[src/common/nor_seq_pkg.sv]
// package: command codes, unlock addresses, timing counts and bus carriers of the sequencer
package nor_seq_pkg;
  localparam int unsigned CLK_MHZ = 40;
  localparam int unsigned ERASE_WINDOW_US = 50;
  localparam int unsigned SUSPEND_LAT_US = 20;
  localparam int unsigned ERASE_WINDOW_CYC = ERASE_WINDOW_US * CLK_MHZ;
  localparam int unsigned SUSPEND_LAT_CYC = SUSPEND_LAT_US * CLK_MHZ;
  localparam int unsigned ERASE_RUN_CYC = 16'h2000;
  localparam int unsigned PROG_RUN_CYC = 16'h0400;
  localparam int unsigned FAIL_LIMIT_CYC = 16'h8000;
  // unlock addresses and data
  localparam logic [11:0] UNLOCK_ADDR_A = 12'h0555;
  localparam logic [11:0] UNLOCK_ADDR_B = 12'h02AA;
  localparam logic [7:0] UNLOCK_DATA_A = 8'h00AA;
  localparam logic [7:0] UNLOCK_DATA_B = 8'h0055;
  // command codes
  localparam logic [7:0] CMD_ERASE_SETUP = 8'h0080;
  localparam logic [7:0] CMD_CHIP_ERASE = 8'h0010;
  localparam logic [7:0] CMD_SECTOR_ERASE = 8'h0030;
  localparam logic [7:0] CMD_SUSPEND = 8'h00B0;
  localparam logic [7:0] CMD_RESUME = 8'h0030;
  localparam logic [7:0] CMD_PROG_SUSPEND = 8'h0051;
  localparam logic [7:0] CMD_PROG_RESUME = 8'h0050;
  localparam logic [7:0] CMD_PROGRAM = 8'h00A0;
  localparam logic [7:0] CMD_AUTOSEL = 8'h0090;
  localparam logic [7:0] CMD_CFI = 8'h0098;
  localparam logic [7:0] CMD_RESET = 8'h00F0;
  // status bit positions
  localparam int unsigned BIT_POLARITY = 7;
  localparam int unsigned BIT_TOGGLE = 6;
  localparam int unsigned BIT_TIMEOUT = 5;
  localparam int unsigned BIT_WINDOW = 3;
  localparam int unsigned BIT_SECT_TOG = 2;
  localparam int unsigned BIT_ABORT = 1;
  // manufacturer code (value is arbitrary)
  localparam logic [7:0] MFR_CODE_DEFAULT = 8'h005A;
  localparam int unsigned SECT_BITS = 4;
  typedef struct packed {
    logic we;
    logic re;
    logic [11:0] addr;
    logic [SECT_BITS-1:0] sector;
    logic [7:0] data;
  } host_cycle_t;
endpackage

[src/design/sector_mark_mem.sv]
// small memory: one mark bit per sector for sectors queued for erase
`timescale 1ns/100ps
module sector_mark_mem #(
  parameter int unsigned SECTORS = 16
) (
  input wire logic mclk_i, // system clock
  input wire logic sys_rst_i, // synchronous reset
  input wire logic clear_i, // clear all marks
  input wire logic set_i, // set the mark of set_sect_i
  input wire logic [$clog2(SECTORS)-1:0] set_sect_i, // sector to mark
  input wire logic [$clog2(SECTORS)-1:0] rd_sect_i, // sector to look up
  output logic rd_mark_o // mark of rd_sect_i, same cycle
);
  localparam int unsigned SW = $clog2(SECTORS);
  logic [SECTORS-1:0] marks;
  // one flop per sector; the command that starts a new list also marks its own sector,
  // so the set must win over the clear of the list
  genvar g;
  generate
    for (g = 0; g < SECTORS; g++)
    begin : g_mark
      always_ff @(posedge mclk_i)
      begin
        if (sys_rst_i)
          marks[g] <= 1'b0;
        else if (set_i && set_sect_i == SW'(g))
          marks[g] <= 1'b1;
        else if (clear_i)
          marks[g] <= 1'b0;
      end
    end
  endgenerate
  // lookup in the read cycle itself: the status-or-array choice is made there, and a
  // register here would answer for the sector of the previous bus cycle
  assign rd_mark_o = marks[rd_sect_i];
endmodule

[src/design/nor_erase_suspend_autoselect_ctrl.sv]
// command sequencer: erase, suspend/resume, buffer abort status, automatic select, reset
`timescale 1ns/100ps
module nor_erase_suspend_autoselect_ctrl #(
  parameter int unsigned SECTORS = 16,
  parameter logic [7:0] MFR_CODE = nor_seq_pkg::MFR_CODE_DEFAULT, // arbitrary value
  parameter int unsigned ERASE_RUN = nor_seq_pkg::ERASE_RUN_CYC,
  parameter int unsigned PROG_RUN = nor_seq_pkg::PROG_RUN_CYC,
  parameter int unsigned FAIL_LIMIT = nor_seq_pkg::FAIL_LIMIT_CYC
) (
  input wire logic mclk_i, // 40 MHz clock
  input wire logic sys_rst_i, // synchronous reset, also the hardware reset
  input wire nor_seq_pkg::host_cycle_t cyc_i, // host write/read cycle
  input wire logic [7:0] array_data_i, // array data for the read address
  input wire logic buf_abort_i, // buffer write abort event
  input wire logic fail_inject_i, // forces the running operation to exceed its limit
  input wire logic address_bit_nine_hv_i, // high voltage on address bit nine (pin)
  output logic [7:0] rd_data_o, // read data, one cycle after the read strobe
  output logic ready_busy_n_o, // ready/busy level, high when ready
  output logic ready_busy_oe_n_o, // open-drain enable, low while pulling low
  output logic erase_susp_o // erase-suspended read mode indicator
);
  typedef enum {ST_READ, ST_ERASE_WIN, ST_ERASING, ST_SUSP_WAIT, ST_ERASE_SUSP,
                ST_PROGRAM, ST_PROG_SUSP, ST_AUTOSEL, ST_CFI, ST_FAIL} mode_t;
  typedef enum {SQ_IDLE, SQ_U1, SQ_U2, SQ_SETUP, SQ_U3, SQ_U4, SQ_PROG} seq_t;
  localparam int unsigned SW = $clog2(SECTORS);

  mode_t mode, next_mode, ret_mode, next_ret_mode;
  seq_t seq, next_seq;
  logic [15:0] timer, next_timer;
  logic [15:0] age;
  logic chip_erase, next_chip_erase;
  logic prog_d7;
  logic toggle_flag, sect_toggle;
  logic abort_flag;
  logic hv_meta, hv_sync, hv_prev;
  logic susp_flag;
  logic mark_rd;

  // ----------------------------------------------------------------
  // pin synchroniser for the high-voltage detect
  // ----------------------------------------------------------------
  always_ff @(posedge mclk_i)
  begin
    if (sys_rst_i)
    begin
      hv_meta <= 1'b0;
      hv_sync <= 1'b0;
      hv_prev <= 1'b0;
    end
    else
    begin
      hv_meta <= address_bit_nine_hv_i;
      hv_sync <= hv_meta;
      hv_prev <= hv_sync;
    end
  end
  wire hv_rise = hv_sync && !hv_prev;
  wire hv_fall = !hv_sync && hv_prev;

  // ----------------------------------------------------------------
  // command decode
  // ----------------------------------------------------------------
  wire wr = cyc_i.we;
  wire [7:0] wd = cyc_i.data;
  wire is_unlock_a = wr && cyc_i.addr == nor_seq_pkg::UNLOCK_ADDR_A
                     && wd == nor_seq_pkg::UNLOCK_DATA_A;
  wire is_unlock_b = wr && cyc_i.addr == nor_seq_pkg::UNLOCK_ADDR_B
                     && wd == nor_seq_pkg::UNLOCK_DATA_B;
  wire is_reset = wr && wd == nor_seq_pkg::CMD_RESET;
  wire is_susp = wr && wd == nor_seq_pkg::CMD_SUSPEND;
  wire is_resume = wr && wd == nor_seq_pkg::CMD_RESUME;
  wire is_psusp = wr && wd == nor_seq_pkg::CMD_PROG_SUSPEND;
  wire is_presume = wr && wd == nor_seq_pkg::CMD_PROG_RESUME;
  wire is_cfi = wr && wd == nor_seq_pkg::CMD_CFI;
  // modes that take unlock sequences at all
  wire seq_mode = mode == ST_READ || mode == ST_ERASE_SUSP || mode == ST_PROG_SUSP
                  || mode == ST_CFI || mode == ST_ERASE_WIN;
  wire active = mode == ST_ERASE_WIN || mode == ST_ERASING || mode == ST_SUSP_WAIT
                || mode == ST_PROGRAM;
  // the time limit covers the embedded run only, not the collection window
  wire timed = mode == ST_ERASING || mode == ST_SUSP_WAIT || mode == ST_PROGRAM;
  // status-reading cycle: any read while busy or failed, or a read of a suspended-erase sector
  wire rd_status = cyc_i.re && (active || mode == ST_FAIL
                   || (mode == ST_ERASE_SUSP && mark_rd));

  sector_mark_mem #(.SECTORS(SECTORS)) u_marks (
    .mclk_i(mclk_i),
    .sys_rst_i(sys_rst_i),
    .clear_i(mode == ST_READ && seq == SQ_U4 && wr && wd == nor_seq_pkg::CMD_SECTOR_ERASE),
    .set_i(seq == SQ_U4 && wr && wd == nor_seq_pkg::CMD_SECTOR_ERASE
           && (mode == ST_READ || mode == ST_ERASE_WIN)),
    .set_sect_i(cyc_i.sector[SW-1:0]),
    .rd_sect_i(cyc_i.sector[SW-1:0]),
    .rd_mark_o(mark_rd)
  );

  // ----------------------------------------------------------------
  // unlock sequence tracker
  // ----------------------------------------------------------------
  always_comb
  begin
    next_seq = seq;
    if (!seq_mode)
      next_seq = SQ_IDLE;
    else if (wr)
    begin
      unique case (seq)
        SQ_IDLE: next_seq = is_unlock_a ? SQ_U1 : SQ_IDLE;
        SQ_U1: next_seq = is_unlock_b ? SQ_U2 : SQ_IDLE;
        SQ_U2: next_seq = wd == nor_seq_pkg::CMD_ERASE_SETUP ? SQ_SETUP
                        : wd == nor_seq_pkg::CMD_PROGRAM ? SQ_PROG : SQ_IDLE;
        SQ_SETUP: next_seq = is_unlock_a ? SQ_U3 : SQ_IDLE;
        SQ_U3: next_seq = is_unlock_b ? SQ_U4 : SQ_IDLE;
        SQ_U4: next_seq = SQ_IDLE;
        SQ_PROG: next_seq = SQ_IDLE;
      endcase
    end
  end

  // ----------------------------------------------------------------
  // mode machine
  // ----------------------------------------------------------------
  always_comb
  begin
    next_mode = mode;
    next_ret_mode = ret_mode;
    next_timer = (timer != 16'h0000) ? timer - 16'h0001 : timer;
    next_chip_erase = chip_erase;
    unique case (mode)
      ST_READ, ST_ERASE_SUSP, ST_PROG_SUSP, ST_CFI:
      begin
        if (hv_rise)
        begin
          next_ret_mode = (mode == ST_ERASE_SUSP) ? ST_ERASE_SUSP : ST_READ;
          next_mode = ST_AUTOSEL;
        end
        else if (is_reset && seq != SQ_U4 && (mode == ST_CFI || seq != SQ_IDLE))
          next_mode = (mode == ST_CFI) ? ST_READ : mode;
        else if (seq == SQ_U2 && wr && wd == nor_seq_pkg::CMD_AUTOSEL)
        begin
          next_ret_mode = (mode == ST_CFI) ? ST_READ : mode;
          next_mode = ST_AUTOSEL;
        end
        else if (mode == ST_READ && seq == SQ_U4 && wr && wd == nor_seq_pkg::CMD_CHIP_ERASE)
        begin
          next_chip_erase = 1'b1;
          next_timer = 16'(ERASE_RUN);
          next_mode = ST_ERASING;
        end
        else if (mode == ST_READ && seq == SQ_U4 && wr
                 && wd == nor_seq_pkg::CMD_SECTOR_ERASE)
        begin
          next_chip_erase = 1'b0;
          next_timer = 16'(nor_seq_pkg::ERASE_WINDOW_CYC);
          next_mode = ST_ERASE_WIN;
        end
        else if (mode != ST_PROG_SUSP && mode != ST_CFI && seq == SQ_PROG && wr)
        begin
          next_ret_mode = mode; // program from read or erase suspend
          next_chip_erase = 1'b0; // failure status must read as a program
          next_timer = 16'(PROG_RUN);
          next_mode = ST_PROGRAM;
        end
        else if (mode == ST_ERASE_SUSP && seq == SQ_IDLE && is_resume)
        begin
          next_timer = 16'(ERASE_RUN);
          next_mode = ST_ERASING;
        end
        else if (mode == ST_PROG_SUSP && seq == SQ_IDLE && is_presume)
        begin
          next_timer = 16'(PROG_RUN);
          next_mode = ST_PROGRAM;
        end
        else if (mode == ST_READ && seq == SQ_IDLE && is_cfi)
          next_mode = ST_CFI;
        // erases and program suspend in suspend modes fall through unused
      end
      ST_ERASE_WIN:
      begin
        if (is_susp)
          next_mode = ST_ERASE_SUSP;
        else if (seq == SQ_U4 && wr && wd == nor_seq_pkg::CMD_SECTOR_ERASE)
          next_timer = 16'(nor_seq_pkg::ERASE_WINDOW_CYC);
        else if (wr && seq == SQ_IDLE && !is_unlock_a)
          next_mode = ST_READ; // other command aborts the window
        else if (timer == 16'h0000)
        begin
          next_timer = 16'(ERASE_RUN);
          next_mode = ST_ERASING;
        end
      end
      ST_ERASING:
      begin
        if (fail_inject_i || age == 16'(FAIL_LIMIT))
          next_mode = ST_FAIL;
        else if (timer == 16'h0000)
          next_mode = ST_READ;
        else if (is_susp && !chip_erase)
        begin
          next_ret_mode = ST_ERASING;
          next_timer = 16'(nor_seq_pkg::SUSPEND_LAT_CYC);
          next_mode = ST_SUSP_WAIT;
        end
        // other commands, reset included, are ignored here
      end
      ST_SUSP_WAIT:
        if (timer == 16'h0000)
          next_mode = ST_ERASE_SUSP;
      ST_PROGRAM:
      begin
        if (fail_inject_i || age == 16'(FAIL_LIMIT))
          next_mode = ST_FAIL;
        else if (buf_abort_i)
          next_mode = ST_FAIL;
        else if (timer == 16'h0000)
          next_mode = ret_mode;
        else if (is_psusp && ret_mode == ST_READ)
          next_mode = ST_PROG_SUSP;
      end
      ST_AUTOSEL:
      begin
        if (is_reset || hv_fall)
        begin
          next_mode = ret_mode;
          next_ret_mode = ST_READ; // a later resumed program must end in read mode
        end
      end
      ST_FAIL:
        if (is_reset)
          next_mode = ST_READ;
      default: next_mode = ST_READ;
    endcase
  end

  // ----------------------------------------------------------------
  // state registers
  // ----------------------------------------------------------------
  always_ff @(posedge mclk_i)
  begin
    if (sys_rst_i)
    begin
      mode <= ST_READ; // hardware reset stops any operation
      ret_mode <= ST_READ;
      seq <= SQ_IDLE;
      timer <= 16'h0000;
      chip_erase <= 1'b0;
    end
    else
    begin
      mode <= next_mode;
      ret_mode <= next_ret_mode;
      seq <= next_seq;
      timer <= next_timer;
      chip_erase <= next_chip_erase;
    end
  end

  // age of the running operation for the time limit; abort flag sticks until reset
  always_ff @(posedge mclk_i)
  begin
    if (sys_rst_i || !timed)
      age <= 16'h0000;
    else if (age != 16'hFFFF)
      age <= age + 16'h0001;
    if (sys_rst_i || (mode == ST_FAIL && is_reset))
      abort_flag <= 1'b0;
    else if (mode == ST_PROGRAM && buf_abort_i)
      abort_flag <= 1'b1;
    if (sys_rst_i)
      prog_d7 <= 1'b0;
    else if (seq == SQ_PROG && wr)
      prog_d7 <= wd[7]; // polarity reference for program status
  end

  // toggle bits advance only on status reads; in erase suspend only the sector toggle advances
  always_ff @(posedge mclk_i)
  begin
    if (sys_rst_i)
    begin
      toggle_flag <= 1'b0;
      sect_toggle <= 1'b0;
    end
    else if (rd_status)
    begin
      if (mode != ST_ERASE_SUSP)
        toggle_flag <= !toggle_flag;
      sect_toggle <= !sect_toggle;
    end
  end

  // ----------------------------------------------------------------
  // read data mux
  // ----------------------------------------------------------------
  wire prog_like = mode == ST_PROGRAM || (mode == ST_FAIL && !chip_erase);
  wire timeout_fail_flag = mode == ST_FAIL && !abort_flag;
  logic [7:0] status_word;
  always_comb
  begin
    status_word = 8'h0000;
    if (mode == ST_ERASE_SUSP)
    begin
      status_word[nor_seq_pkg::BIT_POLARITY] = 1'b1;
      status_word[nor_seq_pkg::BIT_TOGGLE] = toggle_flag;
      status_word[nor_seq_pkg::BIT_SECT_TOG] = !sect_toggle;
    end
    else
    begin
      status_word[nor_seq_pkg::BIT_POLARITY] = prog_like ? !prog_d7 : 1'b0;
      status_word[nor_seq_pkg::BIT_TOGGLE] = !toggle_flag;
      status_word[nor_seq_pkg::BIT_TIMEOUT] = timeout_fail_flag;
      status_word[nor_seq_pkg::BIT_WINDOW] = mode != ST_ERASE_WIN && !prog_like;
      status_word[nor_seq_pkg::BIT_SECT_TOG] = prog_like ? 1'b0 : !sect_toggle;
      status_word[nor_seq_pkg::BIT_ABORT] = abort_flag;
    end
  end
  wire autosel_mfr = cyc_i.addr[1:0] == 2'b00;
  wire [7:0] next_rd = !cyc_i.re ? 8'h0000
                     : rd_status ? status_word
                     : mode == ST_AUTOSEL ? (autosel_mfr ? MFR_CODE : 8'h0000)
                     : array_data_i;
  // busy low during any embedded operation; suspended modes read ready
  wire next_busy_n = !(active || mode == ST_FAIL);

  always_ff @(posedge mclk_i)
  begin
    if (sys_rst_i)
    begin
      rd_data_o <= 8'h0000;
      ready_busy_n_o <= 1'b1;
      ready_busy_oe_n_o <= 1'b1;
      erase_susp_o <= 1'b0;
      susp_flag <= 1'b0;
    end
    else
    begin
      rd_data_o <= next_rd;
      ready_busy_n_o <= next_busy_n;
      ready_busy_oe_n_o <= next_busy_n;
      erase_susp_o <= next_mode == ST_ERASE_SUSP;
      susp_flag <= mode == ST_ERASE_SUSP;
    end
  end

  // ----------------------------------------------------------------
  // assertions
  // ----------------------------------------------------------------
  a_busy_low_active: assert property (@(posedge mclk_i) disable iff (sys_rst_i)
    (mode == ST_ERASING) |=> !ready_busy_n_o)
    else $error("busy not low during erase");
  a_window_suspend: assert property (@(posedge mclk_i) disable iff (sys_rst_i)
    (mode == ST_ERASE_WIN && is_susp) |=> mode == ST_ERASE_SUSP)
    else $error("window suspend not immediate");
  a_suspend_latency: assert property (@(posedge mclk_i) disable iff (sys_rst_i)
    (mode == ST_ERASING && next_mode == ST_SUSP_WAIT) |=> mode == ST_SUSP_WAIT [*8])
    else $error("erase suspend too early");
  a_chip_no_cmd: assert property (@(posedge mclk_i) disable iff (sys_rst_i)
    (mode == ST_ERASING && chip_erase && is_reset && timer != 16'h0000 && !fail_inject_i
     && age != 16'(FAIL_LIMIT)) |=> mode == ST_ERASING)
    else $error("chip erase took a command");
  a_autosel_reset: assert property (@(posedge mclk_i) disable iff (sys_rst_i)
    (mode == ST_AUTOSEL && is_reset) |=> mode == $past(ret_mode))
    else $error("autoselect reset went wrong");
  a_mfr_code: assert property (@(posedge mclk_i) disable iff (sys_rst_i)
    (mode == ST_AUTOSEL && cyc_i.re && autosel_mfr) |=> rd_data_o == MFR_CODE)
    else $error("manufacturer code wrong");
  a_toggle_reads: assert property (@(posedge mclk_i) disable iff (sys_rst_i)
    (rd_status && mode == ST_ERASING) |=> toggle_flag != $past(toggle_flag))
    else $error("toggle flag did not toggle");
  a_fail_sticks: assert property (@(posedge mclk_i) disable iff (sys_rst_i)
    (mode == ST_FAIL && !is_reset) |=> mode == ST_FAIL)
    else $error("failure left without reset");
  a_susp_ready: assert property (@(posedge mclk_i) disable iff (sys_rst_i)
    susp_flag |-> ready_busy_n_o)
    else $error("busy low in erase suspend");
  c_chip_erase: cover property (@(posedge mclk_i) mode == ST_ERASING && chip_erase);
  c_erase_susp: cover property (@(posedge mclk_i) mode == ST_ERASE_SUSP);
  c_autosel: cover property (@(posedge mclk_i) mode == ST_AUTOSEL);
  c_prog_susp: cover property (@(posedge mclk_i) mode == ST_PROG_SUSP);
endmodule

[config.mk]
export PLATFORM = sky130hd
export DESIGN_NAME = nor_erase_suspend_autoselect_ctrl
export DESIGN_NICKNAME = d
export VERILOG_FILES = /design/src/common/nor_seq_pkg.sv /design/src/design/sector_mark_mem.sv /design/src/design/nor_erase_suspend_autoselect_ctrl.sv
export SDC_FILE = /design/constraint.sdc
export NUM_CORES = 1
export LEC_CHECK = 0
export BUFFER_PORTS_ARGS = -buffer_cell sky130_fd_sc_hd__buf_2
export CAP_MARGIN = 25
export CORE_ASPECT_RATIO = 0.75
export CORE_MARGIN = 3
export CORE_UTILIZATION = 60
export DETAILED_ROUTE_END_ITERATION = 6
export MAX_ROUTING_LAYER = met4
export PLACE_DENSITY = 0.87
export SYNTH_ARGS = -nofsm -noshare
export SYNTH_HDL_FRONTEND = slang
export SYNTH_SLANG_ARGS = --single-unit
[constraint.sdc]
create_clock -name mclk_i -period 3.7 [get_ports mclk_i]
set_input_delay 0.37 -clock mclk_i [delete_from_list [all_inputs] [get_ports mclk_i]]
set_output_delay 0.37 -clock mclk_i [all_outputs]
set_load 0.05 [all_outputs]
==> Yosys cells after proc, flatten, opt, wreduce, memory -nomap -nowiden <==
Cells that the tools add are included.
{ "totals": {"rom_bits": 0, "ff_bits": 162, "latch_bits": 0, "memories": 0, "ram_bits": 0, "input_bits": 39, "output_inout_bits": 11, "word_cells": 331} }
{ "classes": {"n_eq_ne": 72, "n_reduce_logical": 125, "multipliers": 0, "n_addsub": 2, "bitwise": 5, "div": 0, "magnitude_cmp": 1, "shifts": 0, "muxes": 93} }
{ "op_table": {"columns": ["cell", "n"], "rows": [
  ["$mux 32", 34],
  ["$eq 32x3->1 const B", 10],
  ["$eq 32x4->1 const B", 9],
  ["$mux 16", 16],
  ["$pmux 32 s7", 1],
  ["$pmux 32 s6", 1],
  ["$eq 32x2->1 const B", 5],
  ["$logic_not 32->1", 5],
  ["$ne 32x4->1 const B", 3],
  ["$pmux 32 s3", 1],
  ["$eq 32x1->1 const B", 2],
  ["$eq 32x5->1 const B", 2],
  ["$logic_and 1x1->1", 60],
  ["$eq 8x8->1 const B", 7],
  ["$pmux 16 s3", 1],
  ["$eq 4x4->1 const B", 8],
  ["$ne 32x2->1 const B", 1],
  ["$ne 32x5->1 const B", 1],
  ["$reduce_bool 2->1", 16],
  ["$reduce_bool 32->1", 1],
  ["$mux 1", 28],
  ["$eq 8x7->1 const B", 3],
  ["$logic_or 1x1->1", 18],
  ["$add 16x1->16 const B", 1],
  ["other kinds (32)", 64]
]} }

==> Logic depth before layout (Yosys ltp) <==
{ "logic_depth": {"ltp_word": 14, "ltp_mapped": 11, "ltp_nobuf": 10} }

==> Cells and area by module <==
From an unflattened synthesis, not the netlist that was laid out.
{ "unflattened": {"hier_cells": 737, "area_unflattened_um2": 6319.8} }
{ "by_module_without_submodules": {"columns": ["mod", "cells_per_inst", "seq_area_each_um2", "area_each_um2", "n_inst"], "rows": [
  ["nor_erase_suspend_autoselect_ctrl", 671, 2342.2, 5616.6, 1],
  ["sector_mark_mem", 66, 320.3, 703.2, 1]
]} }

==> Least setup slack after synthesis <==
OpenSTA, ideal clock, no wires.
{ "synth_timing": {"path_type": "in2reg", "start": "in cyc_i[8] (netlist name)", "end": "reg rd_data_o[5]", "arrival_ns": 2.422, "stages": 9, "setup_ns": 0.120, "path_slack_ns": 1.158, "required_time_ns": 3.580, "n_path_buf": 2, "path_cell_list": "clkbuf_1 > mux4_2 > mux4_2 > nand3_1 > a211o_1 > clkbuf_1 > nor3_1 > a31oi_1 > nor2_1"} }
{ "synth_via": {"elab_chain_cells": 6} }
{ "synth_rtl": {"columns": ["element", "line", "rtl"], "rows": [
  ["start, declared", "nor_erase_suspend_autoselect_ctrl.sv:12", "input wire nor_seq_pkg::host_cycle_t cyc_i,"],
  ["$bmux 1 s4", "sector_mark_mem.sv:35", "assign rd_mark_o = marks[rd_sect_i];"],
  ["$mux 1 (not written as such)", "sector_mark_mem.sv:35", null],
  ["$logic_and 1x1->1", "nor_erase_suspend_autoselect_ctrl.sv:84", "|| (mode == ST_ERASE_SUSP && mark_rd));"],
  ["$logic_or 1x1->1", "nor_erase_suspend_autoselect_ctrl.sv:84", null],
  ["$logic_and 1x1->1", "nor_erase_suspend_autoselect_ctrl.sv:83", "wire rd_status = cyc_i.re && (active || mode == ST_FAIL"],
  ["$mux 8", "nor_erase_suspend_autoselect_ctrl.sv:318", ": rd_status ? status_word"],
  ["end signal, assigned", "nor_erase_suspend_autoselect_ctrl.sv:336", "rd_data_o <= next_rd;"],
  ["end, declared", "nor_erase_suspend_autoselect_ctrl.sv:17", "output logic [7:0] rd_data_o,"]
]} }
No other way between the ends. The select of a mux whose other input is x is not followed.
A chain may end at the register's enable or synchronous reset.

==> Final worst setup path <==
{ "layout_timing": {"start": "reg mode[28]", "end": "reg rd_data_o[1]"} }
{ "layout_via": {"elab_chain_cells": 8, "word_cells_on_any_way": 17, "classes_between": "7 x eq/ne; 3 x mux; 7 x reduce/logical"} }
{ "layout_rtl": {"columns": ["element", "line", "rtl"], "rows": [
  ["start, declared", "nor_erase_suspend_autoselect_ctrl.sv:27", "mode_t mode, next_mode, ret_mode, next_ret_mode;"],
  ["start signal, assigned", "nor_erase_suspend_autoselect_ctrl.sv:250", "mode <= next_mode;"],
  ["$eq 32x2->1 / $eq 32x3->1 (equally long branches)", "nor_erase_suspend_autoselect_ctrl.sv:78", "wire active = mode == ST_ERASE_WIN || mode == ST_ERASING || mode == ST_SUSP_WAIT"],
  ["$logic_or 1x1->1 (2 in series)", "nor_erase_suspend_autoselect_ctrl.sv:78", null],
  ["$logic_or 1x1->1", "nor_erase_suspend_autoselect_ctrl.sv:79", "|| mode == ST_PROGRAM;"],
  ["$logic_or 1x1->1", "nor_erase_suspend_autoselect_ctrl.sv:83", null],
  ["$logic_or 1x1->1", "nor_erase_suspend_autoselect_ctrl.sv:84", null],
  ["$logic_and 1x1->1", "nor_erase_suspend_autoselect_ctrl.sv:83", null],
  ["$mux 8 (*)", "nor_erase_suspend_autoselect_ctrl.sv:318", null]
]} }
Mark *: on every way between the ends. The rest lies on a longest branch, timed or not.

==> results.md <==
- Outcome: finished clean
- Detail Placement HPWL: 13.1 mm
- Worst R2R Path Depth: 8
- Final core utilization: 0.737
- All-Layer GR Usage: 0.318
- Critical Path Fanout Max: 12
- Worst Hold Depth: 2
- Setup repair bufs after CTS: 0
- Most frequent cells in the layout: dfxtp_1 (133), and2_1 (67), nand2_1 (64)
- First-pass GRT wire length: 29.3 mm
- Bufs on Longest Clock Path: 2
- R2r setup slk: 0.60 ns
- Startpoint types: register
- Leading area contributor after synthesis: dfxtp_1
- Crit path kind: register to register
- Most common cell after layout, fill and taps aside: dfxtp_1
- Antenna violations before repair: 0
- # fillers: 758
- Worst EP required: 4.05 ns
- Top Ports: 50
- Fmax: 323 MHz
- Non-Filler Instances: 932
- Worst path arrival time: 3.44 ns
- # Max-Cap Violations: 0
- Final period util: 0.837
- Avg Inst Size Synth: 8.61 sq um
- TritonRoute pass-1 iters: 5
- Pwr dens: 581 nW/um^2
- Post-Syn Area: 6400 sq um
- Hold Path Class: input port to register
- Std cell rows: 31
- Area of the multi-input gates: 3510 sq um
- Total routed wirelength: 18.4 mm
- Slew Limit Fails: 0
- Rel. slew slack: 0.400
- Nets: 830
- Synth Warn #: 0
- Final Critical Period: 3.10 ns
- Ant diodes: 0
- Mapped Nets: 786
- Cts hold-fix bufs: 0
- I/O Buffers: 49
- Synth top area share: 0.416
- Critical R2R Capture: rd_data_o[1]$_SDFF_PP0_
- Synth Flop Type: dfxtp_1
- PostCTS Resize Cnt: 0
- Dpl cells: 900
- Wire length per cell: 19.7 um
- Layout Skew: 0.0113 ns
- Setup violators final: 0
- R2r startpoint: mode[28]$_SDFF_PP0_
- Vias: 6034
- Die Y: 95.4 um
- Area delta synth->final: 15.3%
- Largest cells by area after synthesis: dfxtp_1 (42%), and2_1 (6.5%), a21oi_1 (4.1%)
- Worst slew pin tran: 0.893 ns
- Avg Vias per Cell: 6.47
- Worst setup EP type: register
- Post-synth EDFFs: 0
- Worst hold endpoint: hv_meta$_SDFF_PP0_
- Clock transition at the registers of the reported paths: 0.07 ns
- Final ANT Viol Nets: 0
- Seq cells post-synth: 133
- TritonCTS sink count: 133
- Vias in the first global route: 5688
- Largest net degree at the start of global routing: 43
- GPL Wtd Cong: 1.04
- Lkg Pwr: 2.85 nW
- Post-Synthesis Cells: 743
- RSZ-0062 raised after global routing: false
- Die Span X: 125 um
- Root buf cell: clkbuf_16
- Starting density of the core: 0.640
- Core area: 10000 sq um
- Fin. Hold Viols: 0
- Grt ovf: 0
- DR iter-0 viols: 669
- Skew-Pair Late Insertion Delay: 0.42 ns
- Die ar.: 12000 sq um
- CTS tree: yes
- Setup TNS: 0 ns
- Worst Hold Launch: address_bit_nine_hv_i
- Asr flop ratio synth: 0
- Synth unique cells: 76
- FF/Latch Area: 2660 sq um
- H-tree levels: 4
- Ratio of cells with drive above 1 in the final layout: 0.154
- Final Total Pwr: 4.29 mW
- Worst VDD drop: 0.447 mV
- Drt drc: 0
- Seq/Total Area, Yosys: 0.416
- CTS buffer count: 17
==> power by group <==
| part | total, mW | internal, mW | switching, mW | leakage (nW) |
|---|---|---|---|---|
| clock | 1.72 | 1.04 | 0.683 | 0.299 |
| combinational | 0.986 | 0.361 | 0.625 | 1.48 |
| sequential | 1.59 | 1.50 | 0.0822 | 1.08 |
| total | 4.29 | 2.90 | 1.39 | 2.85 |
==> logic make-up (layout without fill, tap and decap cells) <==
group	count (synthesis)	after routing	synth area share
simple gates	373	373	0.332
fa+ha+maj	4	4	0.00782
mux	9	9	0.0239
compound gates	142	142	0.150
buf+inv	57	114	0.0358
xor+xnor	25	25	0.0342
flops	133	133	0.416
==> synth_stat cells, types with 6 or more instances <==
master,n
nor3_1,33
and3_1,15
clkbuf_1,34
a21oi_1,52
nand3_1,19
nor2_1,54
dfxtp_1,133
xnor2_1,14
nand2_1,64
nor2b_1,18
a31oi_1,7
and4_1,7
or3_1,11
nor3b_1,7
and2_1,67
nor4_1,23
nand4_1,18
xor2_1,11
o21ai_0,12
inv_1,12
o31ai_1,6
buf_2,6
a211oi_1,11
==> critical path: stages, from the launching register on <==
cell and delay [ns]:
dfxtp_1 0.30, nor4_1 0.48, nand4_1 0.21, buf_4 0.25, or4_1 0.61, nor3_1 0.72
a21oi_1 0.07, or2_0 0.24, a21oi_1 0.14
==> final cells by class <==
class / instances / area share
timing repair buffer: 68 / 0.0526
tap: 132 / 0.0224
clock buffer: 19 / 0.0600
sequential: 133 / 0.361
inverter: 14 / 0.00712
clock inverter: 13 / 0.0217
multi-input combinational: 553 / 0.475
==> metal layers <==
metal,vias to the layer above,track usage,routed length [um]
li1,2790,-,-
met1,2848,0.432,8110
met2,343,0.471,7950
met3,53,0.0834,1970
met4,0,0.0957,339
met5,-,-,0
==> how the worst max path moves through the flow <==
| stage | start | endpoint | slack [ns] | depth (start not counted) |
|---|---|---|---|---|
| global placement | mode[12]$_SDFF_PP0_ | rd_data_o[1]$_SDFF_PP0_ | 0.86 | 8 |
| finish | mode[28]$_SDFF_PP0_ | rd_data_o[1]$_SDFF_PP0_ | 0.60 | 8 |
| global route | mode[12]$_SDFF_PP0_ | rd_data_o[1]$_SDFF_PP0_ | 0.54 | 8 |
| detailed placement | mode[28]$_SDFF_PP0_ | rd_data_o[1]$_SDFF_PP0_ | 0.87 | 8 |
| CTS | mode[28]$_SDFF_PP0_ | rd_data_o[1]$_SDFF_PP0_ | 0.73 | 8 |
| floorplan | cyc_i[8] | rd_data_o[5]$_SDFF_PP0_ | 1.16 | 9 |
==> registers in the layout (all words and copies together) (netlist names) <==
signal and cells:
abort_flag 1, age 16, chip_erase 1, erase_susp_o 1
hv_meta 1, hv_prev 1, hv_sync 1, mode 32
prog_d7 1, rd_data_o 8, ready_busy_oe_n_o 1, ret_mode 32
sect_toggle 1, seq 3, timer 16, toggle_flag 1
u_marks.marks 16
==> stage by stage <==
step / setup slack (ns) / hold WS, ns / area (sq um)
2_1_floorplan: 1.16 / 0.414 / 6400
3_3_place_gp: 0.860 / 0.418 / 6780
3_5_place_dp: 0.872 / 0.426 / 6780
4_1_cts: 0.726 / 0.150 / 7380
5_1_grt: 0.541 / 0.158 / 7380
6_report: 0.604 / 0.156 / 7380
Note: power is estimated with default switching activity, not from simulation.
